[config.mk]
export PLATFORM = sky130hd
export DESIGN_NAME = adt_timer
export DESIGN_NICKNAME = d
export VERILOG_FILES = /design/src/hw/adt_pkg.sv /design/src/hw/adt_timer.sv
export SDC_FILE = /design/constraint.sdc
export NUM_CORES = 1
export LEC_CHECK = 0
export BUFFER_PORTS_ARGS = -buffer_cell sky130_fd_sc_hd__clkbuf_2
export CORE_ASPECT_RATIO = 2
export CORE_MARGIN = 5
export CORE_UTILIZATION = 35
export CTS_CLUSTER_DIAMETER = 50
export CTS_CLUSTER_SIZE = 12
export DETAILED_ROUTE_END_ITERATION = 12
export PLACE_DENSITY_LB_ADDON = 0.1
export REMOVE_ABC_BUFFERS = 1
export SETUP_SLACK_MARGIN = 0.1
export SYNTH_ARGS = -nofsm -noshare
export SYNTH_HDL_FRONTEND = slang
export SYNTH_SLANG_ARGS = --single-unit
[constraint.sdc]
create_clock -name clock -period 2.59 [get_ports clock]
set_input_delay 0.1295 -clock clock [delete_from_list [all_inputs] [get_ports clock]]
set_output_delay 0.1295 -clock clock [all_outputs]
set_load 0.1 [all_outputs]
[src/hw/adt_pkg.sv]
// Register map, fields, reset values and codes of the timer
package adt_pkg;

    // Register byte offsets
    localparam logic [7:0] ADR_RELOAD    = 8'h00;
    localparam logic [7:0] ADR_COUNTER   = 8'h04;
    localparam logic [7:0] ADR_CTRL      = 8'h0C;
    localparam logic [7:0] ADR_FLAGS     = 8'h10;
    localparam logic [7:0] ADR_FLAG_CLR  = 8'h14;
    localparam logic [7:0] ADR_SLAVE     = 8'h18;
    localparam logic [7:0] ADR_OUTFLT    = 8'h1C;
    localparam logic [7:0] ADR_CHAN_CTRL = 8'h24;
    localparam logic [7:0] ADR_DEAD      = 8'h30;
    localparam logic [7:0] ADR_CCR_BASE  = 8'h3C;
    localparam logic [7:0] ADR_STEP      = 8'h04;

    // Control register fields
    localparam int CR_EN       = 0;
    localparam int CR_MODE     = 2;
    localparam int CR_COMP     = 4;
    localparam int CR_PAIR_SEL = 5;
    localparam int CR_TRIG_IE  = 19;
    localparam int CR_SW_TRIG  = 24;
    localparam int CR_SW_UPD   = 25;
    localparam int CR_DIR      = 27;
    localparam logic [31:0] CR_RESET = 32'h0060_0008;
    localparam logic [31:0] CR_WMASK = 32'h0068_003D;

    // Counting modes
    localparam logic [1:0] MODE_EDGE   = 2'h2;
    localparam logic [1:0] MODE_CENTER = 2'h3;

    // Sub-channel control byte (A low, B high)
    localparam int CC_FUNC  = 0;
    localparam int CC_EDGE  = 1;
    localparam int CC_IE    = 3;
    localparam int CC_DE    = 4;
    localparam logic FUNC_CAPTURE = 1'b1;
    localparam logic [1:0] EDGE_RISE = 2'h1;
    localparam logic [1:0] EDGE_BOTH = 2'h3;

    // Sub-channel nibble: [2:0] mode or filter, [3] polarity
    localparam int NIB_POL = 3;
    localparam logic [2:0] OM_TOGGLE = 3'h4;
    localparam logic [2:0] OM_PWM1   = 3'h6;
    localparam logic [2:0] OM_PWM2   = 3'h7;
    localparam logic [2:0] FLT_NONE  = 3'h0;

    // Slave/master fields and codes
    localparam int SL_MODE   = 0;
    localparam int SL_SRC    = 3;
    localparam int SL_MASTER = 6;
    localparam logic [2:0] SM_TRIGGER = 3'h2;
    localparam logic [2:0] SM_GATED   = 3'h7;
    localparam logic [2:0] TSRC_1A    = 3'h6;
    localparam logic [2:0] TSRC_1B    = 3'h7;
    localparam logic [2:0] MM_SW_UPD  = 3'h0;
    localparam logic [2:0] MM_ENABLE  = 3'h1;
    localparam logic [2:0] MM_UPDATE  = 3'h2;
    localparam logic [2:0] MM_REF1A   = 3'h4;
    localparam logic [2:0] MM_REF2A   = 3'h5;
    localparam logic [2:0] MM_REF3A   = 3'h6;
    localparam logic [2:0] MM_REF1B   = 3'h7;

    // Dead-time register fields
    localparam int DT_LEN    = 0;
    localparam int DT_EN     = 8;
    localparam int DT_OUT_EN = 9;

    // Flag register: [5:0] capture flags, [6] trigger flag
    localparam int FL_TRIG = 6;

    // Reset values
    localparam logic [15:0] RELOAD_RESET = 16'hFFFF;
    localparam logic [8:0]  SLAVE_RESET  = 9'h000;
    localparam logic [23:0] OUTFLT_RESET = 24'h000000;
    localparam logic [9:0]  DEAD_RESET   = 10'h000;

endpackage

[src/hw/adt_timer.sv]
// Capture/compare timer with complementary PWM, dead time and slave modes
// How it works
// - Mode field 2 runs the counter edge-aligned, wrapping at the reload value.
// - Mode field 3 runs the counter center-aligned, up then down.
// - Function select 1 makes a sub-channel capture; 0 keeps it compare output.
// - Edge field 01 captures rising edges; 11 captures both edges.
// - With counter enabled, a selected edge copies the count into the channel register.
// - Each capture sets a sticky flag; request raised only if enabled.
// - Output mode 4 inverts the reference output on every compare match.
// - Output mode 6 is PWM mode 1, mode 7 is PWM mode 2.
// - Polarity bit 0 leaves the output as is, 1 inverts it.
// - Complementary bit drives B as inverse of A; pair select 0 uses two-point compare.
// - Dead-time enable, with the complementary bit set, holds both outputs inactive for the programmed length.
// - Outputs reach the pins only while the main output enable is set.
// - In edge-aligned mode direction 0 counts up, 1 counts down.
// - Capture with DMA enabled pulses that channel's capture request line.
// - Compare match with DMA enabled pulses the compare request line.
// - Slave mode 2 starts the counter on an active trigger input.
// - Trigger source 7 picks filtered 1B, source 6 picks filtered 1A.
// - Slave mode 7 counts only while the gate is active; polarity 1 means low.
// - Master select 1 drives the counter enable straight onto the cascade output.
// - Filter setting 0 passes the input unfiltered; others demand longer stability.
// - A trigger start sets the trigger flag; request raised if enabled.
`timescale 1ns/10ps
`default_nettype none

module adt_timer
    import adt_pkg::*;
#(
    parameter int unsigned CNT_W = 16
)(
    // Clock and reset
    input  wire logic             clock,
    input  wire logic             nrst,
    // Register port
    input  wire logic [7:0]       reg_addr,
    input  wire logic [31:0]      reg_wdata,
    input  wire logic             reg_write,
    input  wire logic             reg_read,
    output logic      [31:0]      reg_rdata,
    // Channel inputs, index 2*ch + (1 for B)
    input  wire logic [5:0]       chan_in,
    // Channel outputs and enables
    output logic      [5:0]       chan_out,
    output logic      [5:0]       chan_oe,
    // Requests and cascade
    output logic                  irq,
    output logic      [5:0]       dma_cap_req,
    output logic                  dma_cmp_req,
    output logic                  counter_enable_output
);

    logic [CNT_W-1:0]        reload;
    logic [CNT_W-1:0]        next_reload;
    logic [CNT_W-1:0]        count;
    logic [CNT_W-1:0]        next_count;
    logic [31:0]             ctrl;
    logic [31:0]             next_ctrl;
    logic                    dir;
    logic                    next_dir;
    logic [8:0]              slave;
    logic [8:0]              next_slave;
    logic [23:0]             outflt;
    logic [23:0]             next_outflt;
    logic [2:0][15:0]        chan_ctrl;
    logic [2:0][15:0]        next_chan_ctrl;
    logic [9:0]              dead;
    logic [9:0]              next_dead;
    logic [6:0]              flags;
    logic [6:0]              next_flags;
    logic [31:0]             rdata;
    logic [31:0]             next_rdata;
    logic                    trig_prev;
    logic                    uev;
    logic                    next_uev;

    logic [5:0]              filt_v;
    logic [5:0]              ref_v;
    logic [5:0]              cap_ev;
    logic [5:0]              ie_v;
    logic [5:0]              cmp_q;
    logic [5:0][CNT_W-1:0]   ccr_v;

    logic                    en;
    logic [1:0]              mode;
    logic [2:0]              slave_mode_select;
    logic [2:0]              tsrc;
    logic [2:0]              master_output_select;
    logic                    trig_raw;
    logic                    trig_start;
    logic                    step;
    logic                    wr_ctrl;
    logic                    sw_upd;

    assign en   = ctrl[CR_EN];
    assign mode = ctrl[CR_MODE +: 2];
    assign slave_mode_select  = slave[SL_MODE +: 3];
    assign tsrc = slave[SL_SRC +: 3];
    assign master_output_select  = slave[SL_MASTER +: 3];
    assign wr_ctrl = reg_write && (reg_addr == ADR_CTRL);
    assign sw_upd  = wr_ctrl && reg_wdata[CR_SW_UPD];

    // Trigger and gate: filtered, polarity-adjusted channel 1 inputs
    always_comb begin
        case (tsrc)
            TSRC_1B: trig_raw = filt_v[1] ^ outflt[4 + NIB_POL];
            TSRC_1A: trig_raw = filt_v[0] ^ outflt[NIB_POL];
            default: trig_raw = 1'b0;
        endcase
    end

    assign trig_start = (slave_mode_select == SM_TRIGGER)
                      && ((trig_raw && !trig_prev) || (wr_ctrl && reg_wdata[CR_SW_TRIG]));
    assign step = en && ((slave_mode_select != SM_GATED) || trig_raw);

    // Control, counter and flags
    always_comb begin
        next_reload    = reload;
        next_count     = count;
        next_ctrl      = ctrl;
        next_dir       = dir;
        next_slave     = slave;
        next_outflt    = outflt;
        next_chan_ctrl = chan_ctrl;
        next_dead      = dead;
        next_flags     = flags;
        next_uev       = 1'b0;
        if (reg_write) begin
            case (reg_addr)
                ADR_RELOAD:  next_reload = reg_wdata[CNT_W-1:0];
                ADR_SLAVE:   next_slave = reg_wdata[8:0];
                ADR_OUTFLT:  next_outflt = reg_wdata[23:0];
                ADR_DEAD:    next_dead = reg_wdata[9:0];
                ADR_FLAG_CLR: next_flags = flags & reg_wdata[6:0];
                ADR_CTRL: begin
                    next_ctrl = (ctrl & ~CR_WMASK) | (reg_wdata & CR_WMASK);
                    if (reg_wdata[CR_MODE +: 2] == MODE_CENTER) begin
                        if (mode != MODE_CENTER) begin
                            next_dir = 1'b0;
                        end
                    end else begin
                        next_dir = reg_wdata[CR_DIR];
                    end
                end
                default: begin
                    if (reg_addr == ADR_CHAN_CTRL) begin
                        next_chan_ctrl[0] = reg_wdata[15:0];
                    end else if (reg_addr == ADR_CHAN_CTRL + ADR_STEP) begin
                        next_chan_ctrl[1] = reg_wdata[15:0];
                    end else if (reg_addr == ADR_CHAN_CTRL + ADR_STEP + ADR_STEP) begin
                        next_chan_ctrl[2] = reg_wdata[15:0];
                    end
                end
            endcase
        end
        // Bus count write overrides stepping
        if (step) begin
            if (mode == MODE_CENTER) begin
                if (!dir) begin
                    if (count >= reload) begin
                        next_dir   = 1'b1;
                        next_count = count - 1'b1;
                        next_uev   = 1'b1;
                    end else begin
                        next_count = count + 1'b1;
                    end
                end else begin
                    if (count == '0) begin
                        next_dir   = 1'b0;
                        next_count = count + 1'b1;
                        next_uev   = 1'b1;
                    end else begin
                        next_count = count - 1'b1;
                    end
                end
            end else begin
                if (!dir) begin
                    next_count = (count >= reload) ? '0 : count + 1'b1;
                    next_uev   = (count >= reload);
                end else begin
                    next_count = (count == '0) ? reload : count - 1'b1;
                    next_uev   = (count == '0);
                end
            end
        end
        if (reg_write && (reg_addr == ADR_COUNTER)) begin
            next_count = reg_wdata[CNT_W-1:0];
        end
        if (sw_upd) begin
            next_count = '0;
            next_dir   = 1'b0;
            next_uev   = 1'b1;
        end
        if (trig_start) begin
            next_ctrl[CR_EN]   = 1'b1;
            next_flags[FL_TRIG] = 1'b1;
        end
        // Set wins over a same-cycle clear
        next_flags[5:0] = next_flags[5:0] | cap_ev;
    end

    // Read data a cycle after the strobe
    always_comb begin
        next_rdata = 32'h0000_0000;
        if (reg_read) begin
            case (reg_addr)
                ADR_RELOAD:  next_rdata = 32'(reload);
                ADR_COUNTER: next_rdata = 32'(count);
                ADR_CTRL:    next_rdata = {ctrl[31:28], dir, ctrl[26:0]};
                ADR_FLAGS:   next_rdata = {25'h0000000, flags};
                ADR_SLAVE:   next_rdata = {23'h000000, slave};
                ADR_OUTFLT:  next_rdata = {8'h00, outflt};
                ADR_DEAD:    next_rdata = {22'h000000, dead};
                default: begin
                    for (int k = 0; k < 3; k++) begin
                        if (reg_addr == ADR_CHAN_CTRL + 8'(4 * k)) begin
                            next_rdata = {16'h0000, chan_ctrl[k]};
                        end
                    end
                    for (int k = 0; k < 6; k++) begin
                        if (reg_addr == ADR_CCR_BASE + 8'(4 * k)) begin
                            next_rdata = 32'(ccr_v[k]);
                        end
                    end
                end
            endcase
        end
    end

    always_ff @(posedge clock) begin
        if (!nrst) begin
            reload    <= CNT_W'(RELOAD_RESET);
            count     <= '0;
            ctrl      <= CR_RESET;
            dir       <= 1'b0;
            slave     <= SLAVE_RESET;
            outflt    <= OUTFLT_RESET;
            chan_ctrl <= '0;
            dead      <= DEAD_RESET;
            flags     <= 7'h00;
            rdata     <= 32'h0000_0000;
            trig_prev <= 1'b0;
            uev       <= 1'b0;
        end else begin
            reload    <= next_reload;
            count     <= next_count;
            ctrl      <= next_ctrl;
            dir       <= next_dir;
            slave     <= next_slave;
            outflt    <= next_outflt;
            chan_ctrl <= next_chan_ctrl;
            dead      <= next_dead;
            flags     <= next_flags;
            rdata     <= next_rdata;
            trig_prev <= trig_raw;
            uev       <= next_uev;
        end
    end

    // Sub-channels: filter, capture, compare reference
    for (genvar i = 0; i < 6; i++) begin : g_sub
        localparam int CH = i / 2;
        localparam int HI = i % 2;
        localparam int PR = i | 1;
        logic [7:0]       cc;
        logic [2:0]       fld;
        logic             pol;
        logic             filt;
        logic             next_filt;
        logic [7:0]       fcnt;
        logic [7:0]       next_fcnt;
        logic             sig_prev;
        logic             sig;
        logic [CNT_W-1:0] ccr;
        logic [CNT_W-1:0] next_ccr;
        logic             rf;
        logic             next_rf;
        logic             dreq;
        logic             cmp;
        logic             cap;
        logic             match;
        logic             two_pt;
        logic             pwm_act;

        assign cc  = chan_ctrl[CH][HI * 8 +: 8];
        assign fld = outflt[i * 4 +: 3];
        assign pol = outflt[i * 4 + NIB_POL];
        assign sig = filt ^ pol;
        assign cap = en && (cc[CC_FUNC] == FUNC_CAPTURE)
                   && ((cc[CC_EDGE] && sig && !sig_prev)
                   || (cc[CC_EDGE + 1] && !sig && sig_prev));
        assign match   = en && (cc[CC_FUNC] != FUNC_CAPTURE) && (count == ccr);
        assign two_pt  = ctrl[CR_COMP] && !ctrl[CR_PAIR_SEL] && (HI == 0);
        assign pwm_act = two_pt ? ((count >= ccr) && (count < ccr_v[PR])) : (count < ccr);

        always_comb begin
            next_filt = filt;
            next_fcnt = 8'h00;
            if (fld == FLT_NONE) begin
                next_filt = chan_in[i];
            end else if (chan_in[i] != filt) begin
                // Setting n needs 2^n stable clocks
                next_fcnt = fcnt + 8'h01;
                if (next_fcnt == (8'h01 << fld)) begin
                    next_filt = chan_in[i];
                    next_fcnt = 8'h00;
                end
            end
            next_ccr = ccr;
            if (reg_write && (reg_addr == ADR_CCR_BASE + 8'(4 * i))) begin
                next_ccr = reg_wdata[CNT_W-1:0];
            end
            if (cap) begin
                next_ccr = count;
            end
            next_rf = rf;
            if (cc[CC_FUNC] != FUNC_CAPTURE) begin
                case (fld)
                    OM_TOGGLE: next_rf = match ? !rf : rf;
                    OM_PWM1:   next_rf = pwm_act;
                    OM_PWM2:   next_rf = !pwm_act;
                    default:   next_rf = rf;
                endcase
            end
        end

        always_ff @(posedge clock) begin
            if (!nrst) begin
                filt     <= 1'b0;
                fcnt     <= 8'h00;
                sig_prev <= 1'b0;
                ccr      <= '0;
                rf       <= 1'b0;
                dreq     <= 1'b0;
                cmp      <= 1'b0;
            end else begin
                filt     <= next_filt;
                fcnt     <= next_fcnt;
                sig_prev <= sig;
                ccr      <= next_ccr;
                rf       <= next_rf;
                dreq     <= cap && cc[CC_DE];
                cmp      <= match && cc[CC_DE];
            end
        end

        assign filt_v[i]      = filt;
        assign ref_v[i]       = rf;
        assign cap_ev[i]      = cap;
        assign ie_v[i]        = cc[CC_IE];
        assign ccr_v[i]       = ccr;
        assign dma_cap_req[i] = dreq;
        assign cmp_q[i]       = cmp;
    end

    // Output pairs: complement, dead time, polarity, enable
    for (genvar j = 0; j < 3; j++) begin : g_out
        logic       ra;
        logic       rb;
        logic       ra_prev;
        logic [7:0] dtc;
        logic [7:0] next_dtc;
        logic       main_output_enable;
        logic       oa;
        logic       ob;

        assign ra  = ref_v[2 * j];
        assign rb  = ctrl[CR_COMP] ? !ra : ref_v[2 * j + 1];
        assign main_output_enable = dead[DT_OUT_EN];

        always_comb begin
            next_dtc = dtc;
            if (dead[DT_EN] && ctrl[CR_COMP] && (ra != ra_prev)) begin
                next_dtc = dead[DT_LEN +: 8];
            end else if (dtc != 8'h00) begin
                next_dtc = dtc - 8'h01;
            end
        end

        // Blank both sides so neither switch turns on in the gap
        assign oa = (ra && (next_dtc == 8'h00)) ^ outflt[8 * j + NIB_POL];
        assign ob = (rb && (next_dtc == 8'h00)) ^ outflt[8 * j + 4 + NIB_POL];

        always_ff @(posedge clock) begin
            if (!nrst) begin
                ra_prev          <= 1'b0;
                dtc              <= 8'h00;
                chan_out[2*j]    <= 1'b0;
                chan_out[2*j+1]  <= 1'b0;
                chan_oe[2*j]     <= 1'b0;
                chan_oe[2*j+1]   <= 1'b0;
            end else begin
                ra_prev          <= ra;
                dtc              <= next_dtc;
                chan_out[2*j]    <= main_output_enable && oa;
                chan_out[2*j+1]  <= main_output_enable && ob;
                chan_oe[2*j]     <= main_output_enable;
                chan_oe[2*j+1]   <= main_output_enable;
            end
        end
    end

    // Combinational so a slaved timer starts in the same cycle
    always_comb begin
        case (master_output_select)
            MM_SW_UPD: counter_enable_output = sw_upd;
            MM_ENABLE: counter_enable_output = en;
            MM_UPDATE: counter_enable_output = uev;
            MM_REF1A:  counter_enable_output = ref_v[0];
            MM_REF2A:  counter_enable_output = ref_v[2];
            MM_REF3A:  counter_enable_output = ref_v[4];
            MM_REF1B:  counter_enable_output = ref_v[1];
            default:   counter_enable_output = 1'b0;
        endcase
    end

    assign irq = (|(flags[5:0] & ie_v)) || (flags[FL_TRIG] && ctrl[CR_TRIG_IE]);
    assign dma_cmp_req = |cmp_q;
    assign reg_rdata   = rdata;

endmodule

`default_nettype wire

==> results.json <==
{
  "wire_per_inst_um": 25.6,
  "numClockSinks": 374,
  "firstDrtPassIters": 6,
  "mostFrequentLayoutCell": "nand2_1",
  "yosysSeqAreaShare_pct": 33.2,
  "fillers": 6300,
  "syn-instance-count": 2907,
  "setup_viol": 1,
  "grt_first_pass_wirelength_um": 153000,
  "placed_cell_area_sq_mm": 0.0262,
  "worstPathArrival_ns": 3.10,
  "yosys_warnings": 0,
  "grt_antenna_before_repair": 0,
  "path_class": "reg -> reg",
  "p_leak_nw": 11.3,
  "drv_slew": 0,
  "antenna_left": 0,
  "hold_path.class": "in -> reg",
  "setup_ws_ns": -0.000290,
  "synth_top_area_share_pct": 33.2,
  "core_area_sq_mm": 0.0638,
  "yosys.area.top_type": "dfxtp_1",
  "max-slew-margin-rel_pct": 23.8,
  "dp_cells": 3954,
  "routabilityCongestion": 0.982,
  "tightest_slew_ns": 1.14,
  "layout.nets": 3440,
  "dieArea_sq_mm": 0.0698,
  "ios": 103,
  "syn_to_final_growth_pct": 30.7,
  "clock_path_buffers": 3,
  "final_layout_size_suffix_gt1_share_pct": 24.1,
  "initial_utilization_pct": 35.3,
  "dpl.hpwl_um": 78100,
  "grt.total_usage_pct": 28.8,
  "final_cell_mix": "nand2_1, buf_4, dfxtp_1",
  "root_buffer": "clkbuf_16",
  "irDropWorstVdd_mv": 0.403,
  "initialDrtViolationCount": 1763,
  "avgSynthCellArea_sq_um": 7.75,
  "fp-row-count": 131,
  "rsz0062_at_grt": "true",
  "failed_checks": "negative setup slack",
  "vias": 23981,
  "drc": 0,
  "htree_levels": 2,
  "finalInstanceArea_sq_mm": 0.0294,
  "critical_path.max_fanout": 4,
  "yosysUniqueCellTypes": 96,
  "clock_latency_ns": 0.58,
  "dieWidth_um": 189,
  "hold_violations": 0,
  "clock_skew_ns": 0.0147,
  "period_needed_ns": 2.59,
  "fp.dieH_um": 369,
  "netlist_top_cells_area": "dfxtp_1, ha_1, nand2_1, nor2_1, nand3_1",
  "start_kind": "flop",
  "ys_seq_elements": 374,
  "via_per_inst": 5.87,
  "fin_crit_sh_pct": 100,
  "crit_required_ns": 3.10,
  "max_cap_viol_count": 0,
  "numCtsBuffers": 42,
  "grt_pass1_vias": 23880,
  "end_kind": "flop",
  "async_flop_share_pct": 0,
  "antenna_cells": 0,
  "portBuffers": 90,
  "status": "complete, but fails checks",
  "p_total_mw": 14.9,
  "final_core_util_pct": 46.2,
  "overflow": 0,
  "ys_dominant_reg_cell": "dfxtp_1",
  "synth_edf_count": 0,
  "instances_no_fill": 4082,
  "cts_tree": "built",
  "routed_wl_um": 105000,
  "power_density_mw_per_mm2": 507,
  "syn-cell-area_sq_mm": 0.0225,
  "cts.clk_slew.worst_paths_ns": 0.06,
  "grt_max_degree": 124,
  "fmax_mhz": 386
}
==> critical path: stages (launching register included) <==
cell and delay, ns:
dfxtp_4 0.38, buf_6 0.13, buf_12 0.13, ha_4 0.27, nand2_4 0.06, nor4_4 0.30
buf_4 0.16, and4_1 0.19, buf_6 0.13, a31oi_1 0.08, nor3_1 0.16, buf_4 0.15
and4_1 0.18, o21ai_0 0.08, nand3_1 0.10
==> per-stage QoR <==
stage	hold slack, ns	setup WS [ns]	setup TNS, ns
after floorplan	0.201	-2.01	-288.18
after global placement	0.365	-0.439	-3.55
after detailed placement	0.366	-0.545	-4.58
after CTS	0.000422	0.0134	0
after global routing	0.0515	-0.0830	-0.562
final	0.0404	-0.000290	-0.000290
==> sequential cells by signal (all words and copies together) (netlist names), 16 cells and up <==
name and flops:
g_out.dtc 24, outflt 24, reg_rdata 25, g_sub.fcnt 48, reload 16, count 16, chan_ctrl 48, g_sub.ccr 96
==> final cells by class <==
| class | count | area [sq um] | share of cell area (%) |
|---|---|---|---|
| inverters | 145 | 552 | 1.87 |
| clock buffers | 51 | 1150 | 3.89 |
| clock inverters | 14 | 186 | 0.633 |
| well taps | 798 | 998 | 3.39 |
| repair buffers | 526 | 4220 | 14.3 |
| flip-flops and latches | 374 | 7530 | 25.6 |
| multi-input cells | 2174 | 14800 | 50.3 |
==> metal layers <==
layer | vias to the layer above | wire length, um | global-route usage, %
li1 | 11162 | - | -
met1 | 11547 | 37600 | 31.0
met2 | 949 | 52100 | 51.6
met3 | 323 | 5120 | 2.84
met4 | 0 | 9700 | 21.4
met5 | - | 0 | 0
==> final timing paths <==
check	from	end	slack, ns	cells after the start
setup reg to reg	count[15]	g_out[0].ra	-0.0003	14
hold reg to reg	ctrl[22]	ctrl[22]	0.48	2
hold / removal	reg_wdata[27]	dir	0.04	4
setup / recovery	count[15]	g_out[0].ra	-0.0003	14
==> repair_timing <==
| item | CTS | global route |
|---|---|---|
| setup buffers | 26 | 21 |
| resized for setup | 155 | 108 |
| hold endpoints to repair | 25 | 0 |
| endpoints found under the setup margin | 41 | 74 |
| pin swaps | 63 | 72 |
| hold buffers | 16 | 0 |
==> report_power, final <==
| group | internal, mW | switching, mW | leakage [nW] | total, mW |
|---|---|---|---|---|
| clock network | 3.44 | 2.68 | 0.645 | 6.12 |
| logic | 1.25 | 1.46 | 7.65 | 2.71 |
| registers | 5.92 | 0.187 | 3.03 | 6.11 |
| total | 10.6 | 4.32 | 11.3 | 14.9 |
==> cell families after synthesis <==
| logic type | share of synthesized area [%] |
|---|---|
| AND/OR/NAND/NOR | 26.4 |
| AO/OA/AOI/OAI | 19.5 |
| flip-flops | 33.2 |
| buffers and inverters | 6.58 |
| adder cells (fa/ha/maj) | 7.05 |
| XOR/XNOR | 3.77 |
| multiplexers | 3.44 |
| other | 0.0166 |
==> synth_stat cells (all sizes together), types with 16 or more instances <==
cell type,count
nand4,31
nand3,200
dfxtp,374
xor2,44
clkbuf,165
buf,55
mux2i,74
ha,127
nor3,70
a22oi,40
nand2,368
a211oi,28
o22ai,20
a311oi,100
inv,145
a221oi,22
or3,23
a31oi,26
nor4,25
o31ai,16
nor2,335
a222oi,17
o21ai,77
nor3b,18
and2,30
xnor2,53
and3,38
o211ai,36
a21oi,153
nor2b,20
Power figures use the tool's default switching activity.
